**config.mk**
```make
export PLATFORM = sky130hd
export DESIGN_NAME = dma_channel_arbiter_aligner
export DESIGN_NICKNAME = d
export VERILOG_FILES = /design/src/hdl/byte_stage_fifo.v /design/src/hdl/dma_channel_arbiter_aligner.v
export VERILOG_INCLUDE_DIRS = /design/src /design/src/shared
export SDC_FILE = /design/constraint.sdc
export NUM_CORES = 2
export LEC_CHECK = 0
export BUFFER_PORTS_ARGS = -buffer_cell sky130_fd_sc_hd__buf_2
export CAP_MARGIN = 40
export CORE_MARGIN = 2
export CORE_UTILIZATION = 30
export DETAILED_ROUTE_END_ITERATION = 12
export PLACE_DENSITY = 0.57
export SYNTH_ARGS = -nofsm -noshare
export SYNTH_HDL_FRONTEND = slang
export SYNTH_HIERARCHICAL = 1
export SYNTH_SLANG_ARGS = --single-unit
```
**constraint.sdc**
```tcl
create_clock -name i_clk -period 7.9 [get_ports i_clk]
set_clock_uncertainty 0.05 [all_clocks]
set_input_delay 1.185 -clock i_clk [delete_from_list [all_inputs] [get_ports i_clk]]
set_output_delay 1.185 -clock i_clk [all_outputs]
set_load 0.02 [all_outputs]
```
**src/shared/dma_arb_regs.vh**
```
`ifndef DMA_ARB_REGS_VH
`define DMA_ARB_REGS_VH

// Number of channels; channel 0 is scanned first after reset.
`define NCH 4
`define CH_W 2

// Controller configuration word: global suspend bit.
`define CFG_SUSPEND_BIT 12

// Channel control word fields.
`define CTRL_ON_BIT 7
`define CTRL_EWO_BIT 6
`define CTRL_RANK_MSB 1
`define CTRL_RANK_LSB 0

// Channel event control word: kill bit.
`define ECTRL_KILL_BIT 6

// Reset values.
`define CTRL_RST 8'h00
`define ADDR_RST 32'h00000000
`define SIZE_RST 8'h00

// Staging buffer between read and write: count of bytes plus one word.
`define FIFO_DEPTH 4
`define FIFO_AW 2
`define FIFO_W 35

`endif

```
**src/hdl/byte_stage_fifo.v**
```verilog
`timescale 1ns/1ns
module byte_stage_fifo #(
	parameter WIDTH = 35,
	parameter DEPTH = 4,
	parameter AW = 2
) (
	// Clock and reset.
	input wire i_clk,
	input wire i_nrst,
	// Filling side.
	input wire i_in_valid,
	input wire [WIDTH-1:0] i_in_data,
	output wire o_in_ready,
	// Draining side.
	output wire o_out_valid,
	output wire [WIDTH-1:0] o_out_data,
	input wire i_out_ready
);

reg [WIDTH-1:0] mem [0:DEPTH-1];
reg [AW-1:0] wr_q;
reg [AW-1:0] rd_q;
reg [AW:0] cnt_q;
wire push;
wire pop;

assign o_in_ready = (cnt_q != DEPTH[AW:0]);
assign o_out_valid = (cnt_q != {(AW+1){1'b0}});
assign o_out_data = mem[rd_q];
assign push = i_in_valid & o_in_ready;
assign pop = o_out_valid & i_out_ready;

always @(posedge i_clk) begin
	if (push) begin
		mem[wr_q] <= i_in_data;
	end
end

always @(posedge i_clk or negedge i_nrst) begin
	if (!i_nrst) begin
		wr_q <= {AW{1'b0}};
		rd_q <= {AW{1'b0}};
		cnt_q <= {(AW+1){1'b0}};
	end else begin
		if (push) begin
			wr_q <= (wr_q == DEPTH[AW-1:0] - 1'b1) ? {AW{1'b0}} : wr_q + 1'b1;
		end
		if (pop) begin
			rd_q <= (rd_q == DEPTH[AW-1:0] - 1'b1) ? {AW{1'b0}} : rd_q + 1'b1;
		end
		if (push & !pop) begin
			cnt_q <= cnt_q + 1'b1;
		end else if (pop & !push) begin
			cnt_q <= cnt_q - 1'b1;
		end
	end
end

endmodule // byte_stage_fifo

```
**src/hdl/dma_channel_arbiter_aligner.v**
```verilog
// Contract
// - Global suspend bit 12 stops any new bus transaction on all channels at once.
// - Clearing enable mid-transfer finishes current transaction, then that channel stops.
// - Clearing enable keeps pointers and counters so the transfer can resume.
// - Disabled channel still registers events and aborts when events-while-off is set.
// - Device reset returns all channel logic to reset state.
// - Kill write clears enable, zeroes both pointers, resets event detector.
// - Kill lets the running transaction finish and discards the channel's remaining work.
// - Writing source or destination start address zeroes the matching pointer.
// - Two-bit rank in control bits 1:0 ranks channels with pending transfers.
// - Highest active rank is served to cell completion before any lower rank.
// - Equal top-rank channels rotate, one transaction each per turn.
// - Higher rank request waits for the running lower transaction, then takes over.
// - Equal ranks take turns from the last granted channel; no fixed order favours channel 0.
// - Each read fetches the remaining bytes of the addressed 32-bit word, capped at the cell's remaining bytes.
// - With under four source bytes left only those bytes are read.
// - After each write both pointers advance by bytes actually written.
// - Source pointer follows completed writes only, so it may lag reads.
// - Channel flags update together with the pointers after each write.
// - Destination pointer wraps to zero at destination size and writing continues.
// - Each start event moves exactly cell size bytes, then the channel idles.
// - After the larger of source and destination size, clear enable and pointers.
`timescale 1ns/1ns
`include "dma_arb_regs.vh"
module dma_channel_arbiter_aligner (
	// Clock and reset.
	input wire i_clk,
	input wire i_nrst,
	// Controller configuration word, a level from software.
	input wire [15:0] i_cfg_word,
	// Channel control word writes.
	input wire [`NCH-1:0] i_ctrl_wr,
	input wire [7:0] i_ctrl_data,
	// Channel event control word writes.
	input wire [`NCH-1:0] i_ectrl_wr,
	input wire [7:0] i_ectrl_data,
	// Start address and size writes.
	input wire [`NCH-1:0] i_ssa_wr,
	input wire [`NCH-1:0] i_dsa_wr,
	input wire [31:0] i_addr_data,
	input wire [`NCH-1:0] i_size_wr,
	input wire [7:0] i_src_size,
	input wire [7:0] i_dst_size,
	input wire [7:0] i_cell_size,
	// Start and abort requests, one-cycle pulses.
	input wire [`NCH-1:0] i_start_evt,
	input wire [`NCH-1:0] i_abort_evt,
	// Channel status.
	output wire [`NCH-1:0] o_ch_on,
	output wire [`NCH*8-1:0] o_src_ptr,
	output wire [`NCH*8-1:0] o_dst_ptr,
	output wire [`NCH-1:0] o_cell_done,
	output wire [`NCH-1:0] o_block_done,
	// System bus master.
	output wire o_bus_req,
	output wire o_bus_we,
	output wire [31:0] o_bus_addr,
	output wire [3:0] o_bus_be,
	output wire [31:0] o_bus_wdata,
	input wire i_bus_ack,
	input wire [31:0] i_bus_rdata
);

////////////////////////////////////////////////////////////////////////////////

localparam [2:0] S_IDLE = 3'b001;
localparam [2:0] S_READ = 3'b010;
localparam [2:0] S_WRITE = 3'b100;

reg [2:0] state_q;
reg [`CH_W-1:0] cur_q;
reg [`CH_W-1:0] last_q;
reg bus_req_q;
reg bus_we_q;
reg [31:0] bus_addr_q;
reg [3:0] bus_be_q;
reg [31:0] bus_wdata_q;
reg [2:0] n_q;
reg [1:0] b_q;
reg [2:0] k_q;

wire suspend = i_cfg_word[`CFG_SUSPEND_BIT];
wire busy = (state_q != S_IDLE);
wire wr_done = (state_q == S_WRITE) & bus_req_q & i_bus_ack;
wire [8:0] wn9 = {6'h00, n_q};

wire [`NCH-1:0] pend;
wire [`NCH-1:0] go;
wire [`NCH*2-1:0] rank_all;
wire [`NCH*32-1:0] saddr_all;
wire [`NCH*32-1:0] daddr_all;
wire [`NCH*9-1:0] srem_all;
wire [`NCH*9-1:0] drem_all;
wire [`NCH*9-1:0] crem_all;

wire fifo_in_ready;
wire fifo_out_valid;
wire [`FIFO_W-1:0] fifo_out_data;
wire fifo_push = (state_q == S_READ) & bus_req_q & i_bus_ack;
reg fifo_pop;

////////////////////////////////////////////////////////////////////////////////

genvar g;
generate
	for (g = 0; g < `NCH; g = g + 1) begin : ch
		reg on_q;
		reg ewo_q;
		reg [1:0] rank_q;
		reg [31:0] ssa_q;
		reg [31:0] dsa_q;
		reg [7:0] ssz_q;
		reg [7:0] dsz_q;
		reg [7:0] csz_q;
		reg [7:0] sptr_q;
		reg [7:0] dptr_q;
		reg [8:0] ccnt_q;
		reg [8:0] tot_q;
		reg evt_q;
		reg kill_q;
		reg abrt_q;
		reg cdone_q;
		reg bdone_q;
		// A zero size field means 256 bytes.
		wire [8:0] ssz9 = {ssz_q == 8'h00, ssz_q};
		wire [8:0] dsz9 = {dsz_q == 8'h00, dsz_q};
		wire [8:0] csz9 = {csz_q == 8'h00, csz_q};
		wire [8:0] bsz9 = (ssz9 > dsz9) ? ssz9 : dsz9;
		wire mine = busy & (cur_q == g);
		wire listen = on_q | ewo_q;
		wire upd = wr_done & (cur_q == g);
		wire [8:0] sn = {1'b0, sptr_q} + wn9;
		wire [8:0] dn = {1'b0, dptr_q} + wn9;
		wire [8:0] cn = ccnt_q + wn9;
		wire [8:0] tn = tot_q + wn9;
		wire cfin = upd & (cn == csz9);
		wire bfin = upd & (tn == bsz9);
		always @(posedge i_clk or negedge i_nrst) begin
			if (!i_nrst) begin
				on_q <= 1'b0;
				ewo_q <= 1'b0;
				rank_q <= 2'h0;
				ssa_q <= `ADDR_RST;
				dsa_q <= `ADDR_RST;
				ssz_q <= `SIZE_RST;
				dsz_q <= `SIZE_RST;
				csz_q <= `SIZE_RST;
				sptr_q <= 8'h00;
				dptr_q <= 8'h00;
				ccnt_q <= 9'h000;
				tot_q <= 9'h000;
				evt_q <= 1'b0;
				kill_q <= 1'b0;
				abrt_q <= 1'b0;
				cdone_q <= 1'b0;
				bdone_q <= 1'b0;
			end else begin
				cdone_q <= cfin;
				bdone_q <= bfin;
				if (i_ctrl_wr[g]) begin
					// Pointers and counters are left alone here.
					on_q <= i_ctrl_data[`CTRL_ON_BIT];
					ewo_q <= i_ctrl_data[`CTRL_EWO_BIT];
					rank_q <= i_ctrl_data[`CTRL_RANK_MSB:`CTRL_RANK_LSB];
				end
				// Block progress restarts with the pointers, or a reused channel never completes.
				if (i_ssa_wr[g]) begin
					ssa_q <= i_addr_data;
					sptr_q <= 8'h00;
					tot_q <= 9'h000;
				end
				if (i_dsa_wr[g]) begin
					dsa_q <= i_addr_data;
					dptr_q <= 8'h00;
					tot_q <= 9'h000;
				end
				if (i_size_wr[g]) begin
					ssz_q <= i_src_size;
					dsz_q <= i_dst_size;
					csz_q <= i_cell_size;
				end
				if (upd) begin
					// Pointers move only on writes, so source may lag the read.
					sptr_q <= (sn == ssz9) ? 8'h00 : sn[7:0];
					dptr_q <= (dn == dsz9) ? 8'h00 : dn[7:0];
					ccnt_q <= cfin ? 9'h000 : cn;
					tot_q <= bfin ? 9'h000 : tn;
					if (cfin) begin
						evt_q <= 1'b0;
					end
					if (bfin) begin
						on_q <= 1'b0;
						evt_q <= 1'b0;
						ccnt_q <= 9'h000;
						sptr_q <= 8'h00;
						dptr_q <= 8'h00;
					end
				end
				// A start arriving as the cell closes is kept.
				if (i_start_evt[g] & listen) begin
					evt_q <= 1'b1;
				end
				// Kill and abort wait for the channel's own transaction to end.
				if ((kill_q | abrt_q) & !mine) begin
					on_q <= 1'b0;
					evt_q <= 1'b0;
					kill_q <= 1'b0;
					abrt_q <= 1'b0;
					if (kill_q) begin
						sptr_q <= 8'h00;
						dptr_q <= 8'h00;
						ccnt_q <= 9'h000;
						tot_q <= 9'h000;
					end
				end
				// Requests are taken after the apply step, so one arriving as another is
				// applied stays pending instead of being lost.
				if (i_ectrl_wr[g] & i_ectrl_data[`ECTRL_KILL_BIT]) begin
					kill_q <= 1'b1;
				end
				if (i_abort_evt[g] & listen) begin
					abrt_q <= 1'b1;
				end
			end
		end
		assign pend[g] = on_q & evt_q & !kill_q & !abrt_q;
		assign go[g] = on_q & !kill_q & !abrt_q;
		assign rank_all[g*2 +: 2] = rank_q;
		assign saddr_all[g*32 +: 32] = ssa_q + {24'h000000, sptr_q};
		assign daddr_all[g*32 +: 32] = dsa_q + {24'h000000, dptr_q};
		assign srem_all[g*9 +: 9] = ssz9 - {1'b0, sptr_q};
		assign drem_all[g*9 +: 9] = dsz9 - {1'b0, dptr_q};
		assign crem_all[g*9 +: 9] = csz9 - ccnt_q;
		assign o_ch_on[g] = on_q;
		assign o_src_ptr[g*8 +: 8] = sptr_q;
		assign o_dst_ptr[g*8 +: 8] = dptr_q;
		assign o_cell_done[g] = cdone_q;
		assign o_block_done[g] = bdone_q;
	end
endgenerate

////////////////////////////////////////////////////////////////////////////////

// Rotation starts just after the last granted channel; strict compare keeps
// the first of equal ranks, so equals take turns one transaction each.
reg [`CH_W-1:0] pick;
reg found;
reg [1:0] best;
integer k;
integer idx;
always @* begin
	pick = {`CH_W{1'b0}};
	found = 1'b0;
	best = 2'h0;
	idx = 0;
	for (k = 1; k <= `NCH; k = k + 1) begin
		idx = (last_q + k) % `NCH;
		if (pend[idx] & (!found | (rank_all[idx*2 +: 2] > best))) begin
			found = 1'b1;
			best = rank_all[idx*2 +: 2];
			pick = idx[`CH_W-1:0];
		end
	end
end

////////////////////////////////////////////////////////////////////////////////

// Read sizing for the granted channel.
wire [31:0] cs_addr = saddr_all[cur_q*32 +: 32];
wire [8:0] srem = srem_all[cur_q*9 +: 9];
wire [8:0] crem = crem_all[cur_q*9 +: 9];
wire [1:0] rb = cs_addr[1:0];
wire [8:0] avail = 9'h004 - {7'h00, rb};
wire [8:0] rmin1 = (avail < srem) ? avail : srem;
wire [8:0] rmin = (rmin1 < crem) ? rmin1 : crem;
wire [2:0] rn = rmin[2:0];
wire [3:0] rmask = (4'h1 << rn) - 4'h1;

// Write sizing: stay inside one destination word and before the wrap point.
wire [31:0] cd_addr = daddr_all[cur_q*32 +: 32];
wire [8:0] drem = drem_all[cur_q*9 +: 9];
wire [1:0] db = cd_addr[1:0];
wire [8:0] dspace4 = 9'h004 - {7'h00, db};
wire [8:0] dspace = (dspace4 < drem) ? dspace4 : drem;
wire [2:0] left = fifo_out_data[34:32] - k_q;
wire [2:0] wn = (dspace < {6'h00, left}) ? dspace[2:0] : left;
wire [3:0] wmask = (4'h1 << wn) - 4'h1;
wire [31:0] wrest = fifo_out_data[31:0] >> {k_q[1:0], 3'b000};

////////////////////////////////////////////////////////////////////////////////

always @* begin
	fifo_pop = wr_done & (k_q + n_q == fifo_out_data[34:32]);
end

always @(posedge i_clk or negedge i_nrst) begin
	if (!i_nrst) begin
		state_q <= S_IDLE;
		cur_q <= {`CH_W{1'b0}};
		last_q <= {`CH_W{1'b1}};
		bus_req_q <= 1'b0;
		bus_we_q <= 1'b0;
		bus_addr_q <= 32'h00000000;
		bus_be_q <= 4'h0;
		bus_wdata_q <= 32'h00000000;
		n_q <= 3'h0;
		b_q <= 2'h0;
		k_q <= 3'h0;
	end else begin
		case (state_q)
			S_IDLE: begin
				// Re-arbitrate only between transactions.
				if (!suspend & found) begin
					cur_q <= pick;
					last_q <= pick;
					state_q <= S_READ;
				end
			end
			S_READ: begin
				if (!bus_req_q) begin
					if (!go[cur_q]) begin
						state_q <= S_IDLE;
					end else if (!suspend & fifo_in_ready) begin
						bus_req_q <= 1'b1;
						bus_we_q <= 1'b0;
						bus_addr_q <= {cs_addr[31:2], 2'b00};
						bus_be_q <= rmask << rb;
						n_q <= rn;
						b_q <= rb;
					end
				end else if (i_bus_ack) begin
					bus_req_q <= 1'b0;
					bus_be_q <= 4'h0;
					k_q <= 3'h0;
					state_q <= S_WRITE;
				end
			end
			S_WRITE: begin
				if (!bus_req_q) begin
					// The write side may stall under suspend while data stays staged.
					if (!suspend & fifo_out_valid) begin
						bus_req_q <= 1'b1;
						bus_we_q <= 1'b1;
						bus_addr_q <= {cd_addr[31:2], 2'b00};
						bus_be_q <= wmask << db;
						bus_wdata_q <= wrest << {db, 3'b000};
						n_q <= wn;
					end
				end else if (i_bus_ack) begin
					bus_req_q <= 1'b0;
					bus_we_q <= 1'b0;
					bus_be_q <= 4'h0;
					k_q <= k_q + n_q;
					if (fifo_pop) begin
						state_q <= S_IDLE;
					end
				end
			end
			default: begin
				state_q <= S_IDLE;
				bus_req_q <= 1'b0;
			end
		endcase
	end
end

byte_stage_fifo #(
	.WIDTH(`FIFO_W),
	.DEPTH(`FIFO_DEPTH),
	.AW(`FIFO_AW)
) u_stage (
	.i_clk(i_clk),
	.i_nrst(i_nrst),
	.i_in_valid(fifo_push),
	.i_in_data({n_q, i_bus_rdata >> {b_q, 3'b000}}),
	.o_in_ready(fifo_in_ready),
	.o_out_valid(fifo_out_valid),
	.o_out_data(fifo_out_data),
	.i_out_ready(fifo_pop)
);

assign o_bus_req = bus_req_q;
assign o_bus_we = bus_we_q;
assign o_bus_addr = bus_addr_q;
assign o_bus_be = bus_be_q;
assign o_bus_wdata = bus_wdata_q;

endmodule // dma_channel_arbiter_aligner

```
==> impl_metrics.csv <==
group,metric,value,unit
sta,timing.fmax,140,MHz
sta,fin_tns_setup,0,ps
sta,min_period_over_period,0.904,
floorplan,die_area,0.171,sq mm
sta,worst_slack,762,ps
floorplan,start_util,0.301,
floorplan,rows,150,
floorplan,die_x,413,um
logic_synthesis,synth_cell_type_count,88,
logic_synthesis,synthArstFlopShare,0.814,
global_routing,grt_max_degree,147,
place,dp_slack,1030,ps
logic_synthesis,synthAdderAreaFrac,0.0844,
sta,rsz0062_at_grt,"no",
sta,setup_viol,0,
route,wirelength,181000,um
logic_synthesis,synth_compound_area_frac,0.140,
layout,fin_cells,7595,
global_routing,met1_usage,0.278,
route,drtPass1Iterations,6,
logic_synthesis,yosysMostFrequentCell,"dfrtp_1",
route,drt_iter0_markers,3819,
layout,drive_above_1_share,0.179,
logic_synthesis,synth_cells,5041,
sta,drv_slew,0,
clocking,cts_root_buffer,"clkbuf_16",
floorplan,die_y,413,um
logic_synthesis,synth_seq_cells,754,
setup_path,worstPathArrival,7710,ps
sta,relSlewSlack,0.366,
setup_path,worstPathBufferInverterCount,2,
logic_synthesis,synth.avg_cell_area,9.96,sq um
layout,syn_to_final_growth,14.9,%
logic_synthesis,synth_top_family_by_area,"compound AO/OA/AOI/OAI gates",
run,cap_violations,0,
setup_path,worstSetupStartpointType,"register",
logic_synthesis,synthMuxAreaShare,0.118,
clocking,clock_latency,720,ps
route,num_vias,41347,
place,portBuffers,268,
place,place_congestion,0.918,
logic_synthesis,netlist_area,0.0502,sq mm
setup_path,cpMaxStageDelayCell,"or4_1",
clocking,htreeDepth,3,
route,drc_errors,0,
global_routing,grt_usage,0.209,
logic_synthesis,synth_edf_count,140,
layout,nNetsFinal,5766,
clocking,cts_buffers,92,
place,dp.final_hpwl,136000,um
logic_synthesis,yosysSeqAreaShare,0.390,
setup_path,critical_path_depth,28,
logic_synthesis,yosysWarnings,6,
logic_synthesis,ys.flop_type,"dfrtp_1",
setup_path,cp_max_fo,8,
floorplan,io_pins,297,
outcome,status,"finished clean",
global_routing,grt_first_pass_wirelength,267000,um
worst_hold_path,hold_path.class,"input pin to async pin",
setup_path,worstSetupPathType,"register to register",
logic_synthesis,synthXorXnorAreaFrac,0.0918,
setup_path,reg2reg_depth,28,
setup_path,crit_family,"compound AO/OA/AOI/OAI gates",
route,wire_per_inst,23.8,um
place,dp.cells,7410,
global_routing,antenna_found_initial,33,
setup_path,critPathMaxStageDelay,780,ps
pwr,p_leak,23.9,nW
logic_synthesis,synth_commonest_cells,"dfrtp_1, nand2_1, xnor2_1",
clocking,clk_path_buf_depth,3,
clocking,clock_sinks,754,
sta,worst_slew_pin_slew,952,ps
route,routed_via_density,5.44,
global_routing,grt_pass1_vias,39794,
sta,period_needed,7140,ps
clocking,cts_setup_buffers,0,
global_routing,use_met3,0.0412,
logic_synthesis,synth_simple_gate_area_share,0.137,
clocking,cts-resized-gates,0,
logic_synthesis,synth.largest_area_cell,"dfrtp_1",
route,detail-route-antenna-nets,0,
pwr,p_per_area,242,mW/mm^2
global_routing,top_usage_layer,"met2",
clocking,hold_buffers,0,
clocking,cts_tree,"built",
sta,hold_slack,376,ps
setup_path,required,8470,ps
sta,hold_viol_final,0,
global_routing,grt_overflow,0,
clocking,path_clk_slew,60,ps
logic_synthesis,synth_top_cell_area_share,0.305,
setup_path,cp-end-kind,"register",
pwr,vdd_drop_max,0.000172,V
global_routing,use_met2,0.333,
logic_synthesis,synth_area_leaders,"dfrtp_1, edfxtp_1, mux2_2, ha_1, xnor2_1",
floorplan,core_area,0.167,sq mm
[path summary, 6_finish.rpt]
check                               start               to  slack [ps]
setup reg to reg           ch[3].ssz_q[0]      o_bus_be[2]         760
hold / removal                     i_nrst      ch[3].ewo_q         380
max in group asynchronous          i_nrst  ch[0].dptr_q[7]        5930
hold reg to reg            o_bus_addr[25]   o_bus_addr[25]         430
setup / recovery           ch[3].ssz_q[0]      o_bus_be[2]         760
min in group i_clk         o_bus_addr[25]   o_bus_addr[25]         430
[cell type report]
type	instances	area [sq um]
Fill cell	16814	109000
Timing Repair Buffer	370	2300
Antenna cell	13	32.5
Tap cell	2204	2760
Clock buffer	129	2640
Multi-Input combinational cell	3816	28800
Clock inverter	43	518
Sequential cell	754	19600
Inverter	266	998
[stage by stage]
stage	util	total power [mW]	area (sq um)
global route	0.346	14.6	57600
CTS	0.346	14.0	57600
detailed placement	0.327	9.43	54400
floorplan	-	7.68	50200
global placement	0.325	9.35	54100
finish	0.346	13.9	57600
[cell families after synthesis]
kind of cell | after synthesis
and+or+nand+nor | 1406
AOI/OAI and AO/OA | 1090
DFF | 754
xor gates and xnor gates | 526
buffers and inverters | 478
muxes | 471
adders and majority gates | 315
other | 1
[cells in the final DEF (no fill, tap or decap), drive strengths merged, types with 215 or more instances in the layout]
cell type | Yosys | final
a21oi | 284 | 284
buf | 62 | 370
dfrtp | 611 | 611
ha | 276 | 276
inv | 263 | 270
mux2 | 326 | 326
nand2 | 424 | 424
nor2 | 296 | 296
o21ai | 215 | 215
xnor2 | 338 | 338
[sequential cells by signal (all words and copies together), names as in the netlist, 30 cells and up]
name,flops
ch.dsa_q,128
ch.ssa_q,128
ch.sptr_q,32
o_bus_wdata,32
ch.dptr_q,32
o_bus_addr,30
ch.tot_q,36
ch.ccnt_q,36
ch.ssz_q,32
ch.dsz_q,32
u_stage/mem,140
ch.csz_q,32
[power breakdown]
group,internal [mW],switching (mW)
Clock,2.64,1.84
Combinational,1.65,2.97
Sequential,4.39,0.441
[metal layers]
layer | part of all wire | vias up
met5 | 0.00045 | -
met4 | 0.037 | 12
met3 | 0.076 | 277
met2 | 0.46 | 1464
met1 | 0.43 | 20697
li1 | - | 18897
No activity file was read; power rests on OpenSTA's default activity.
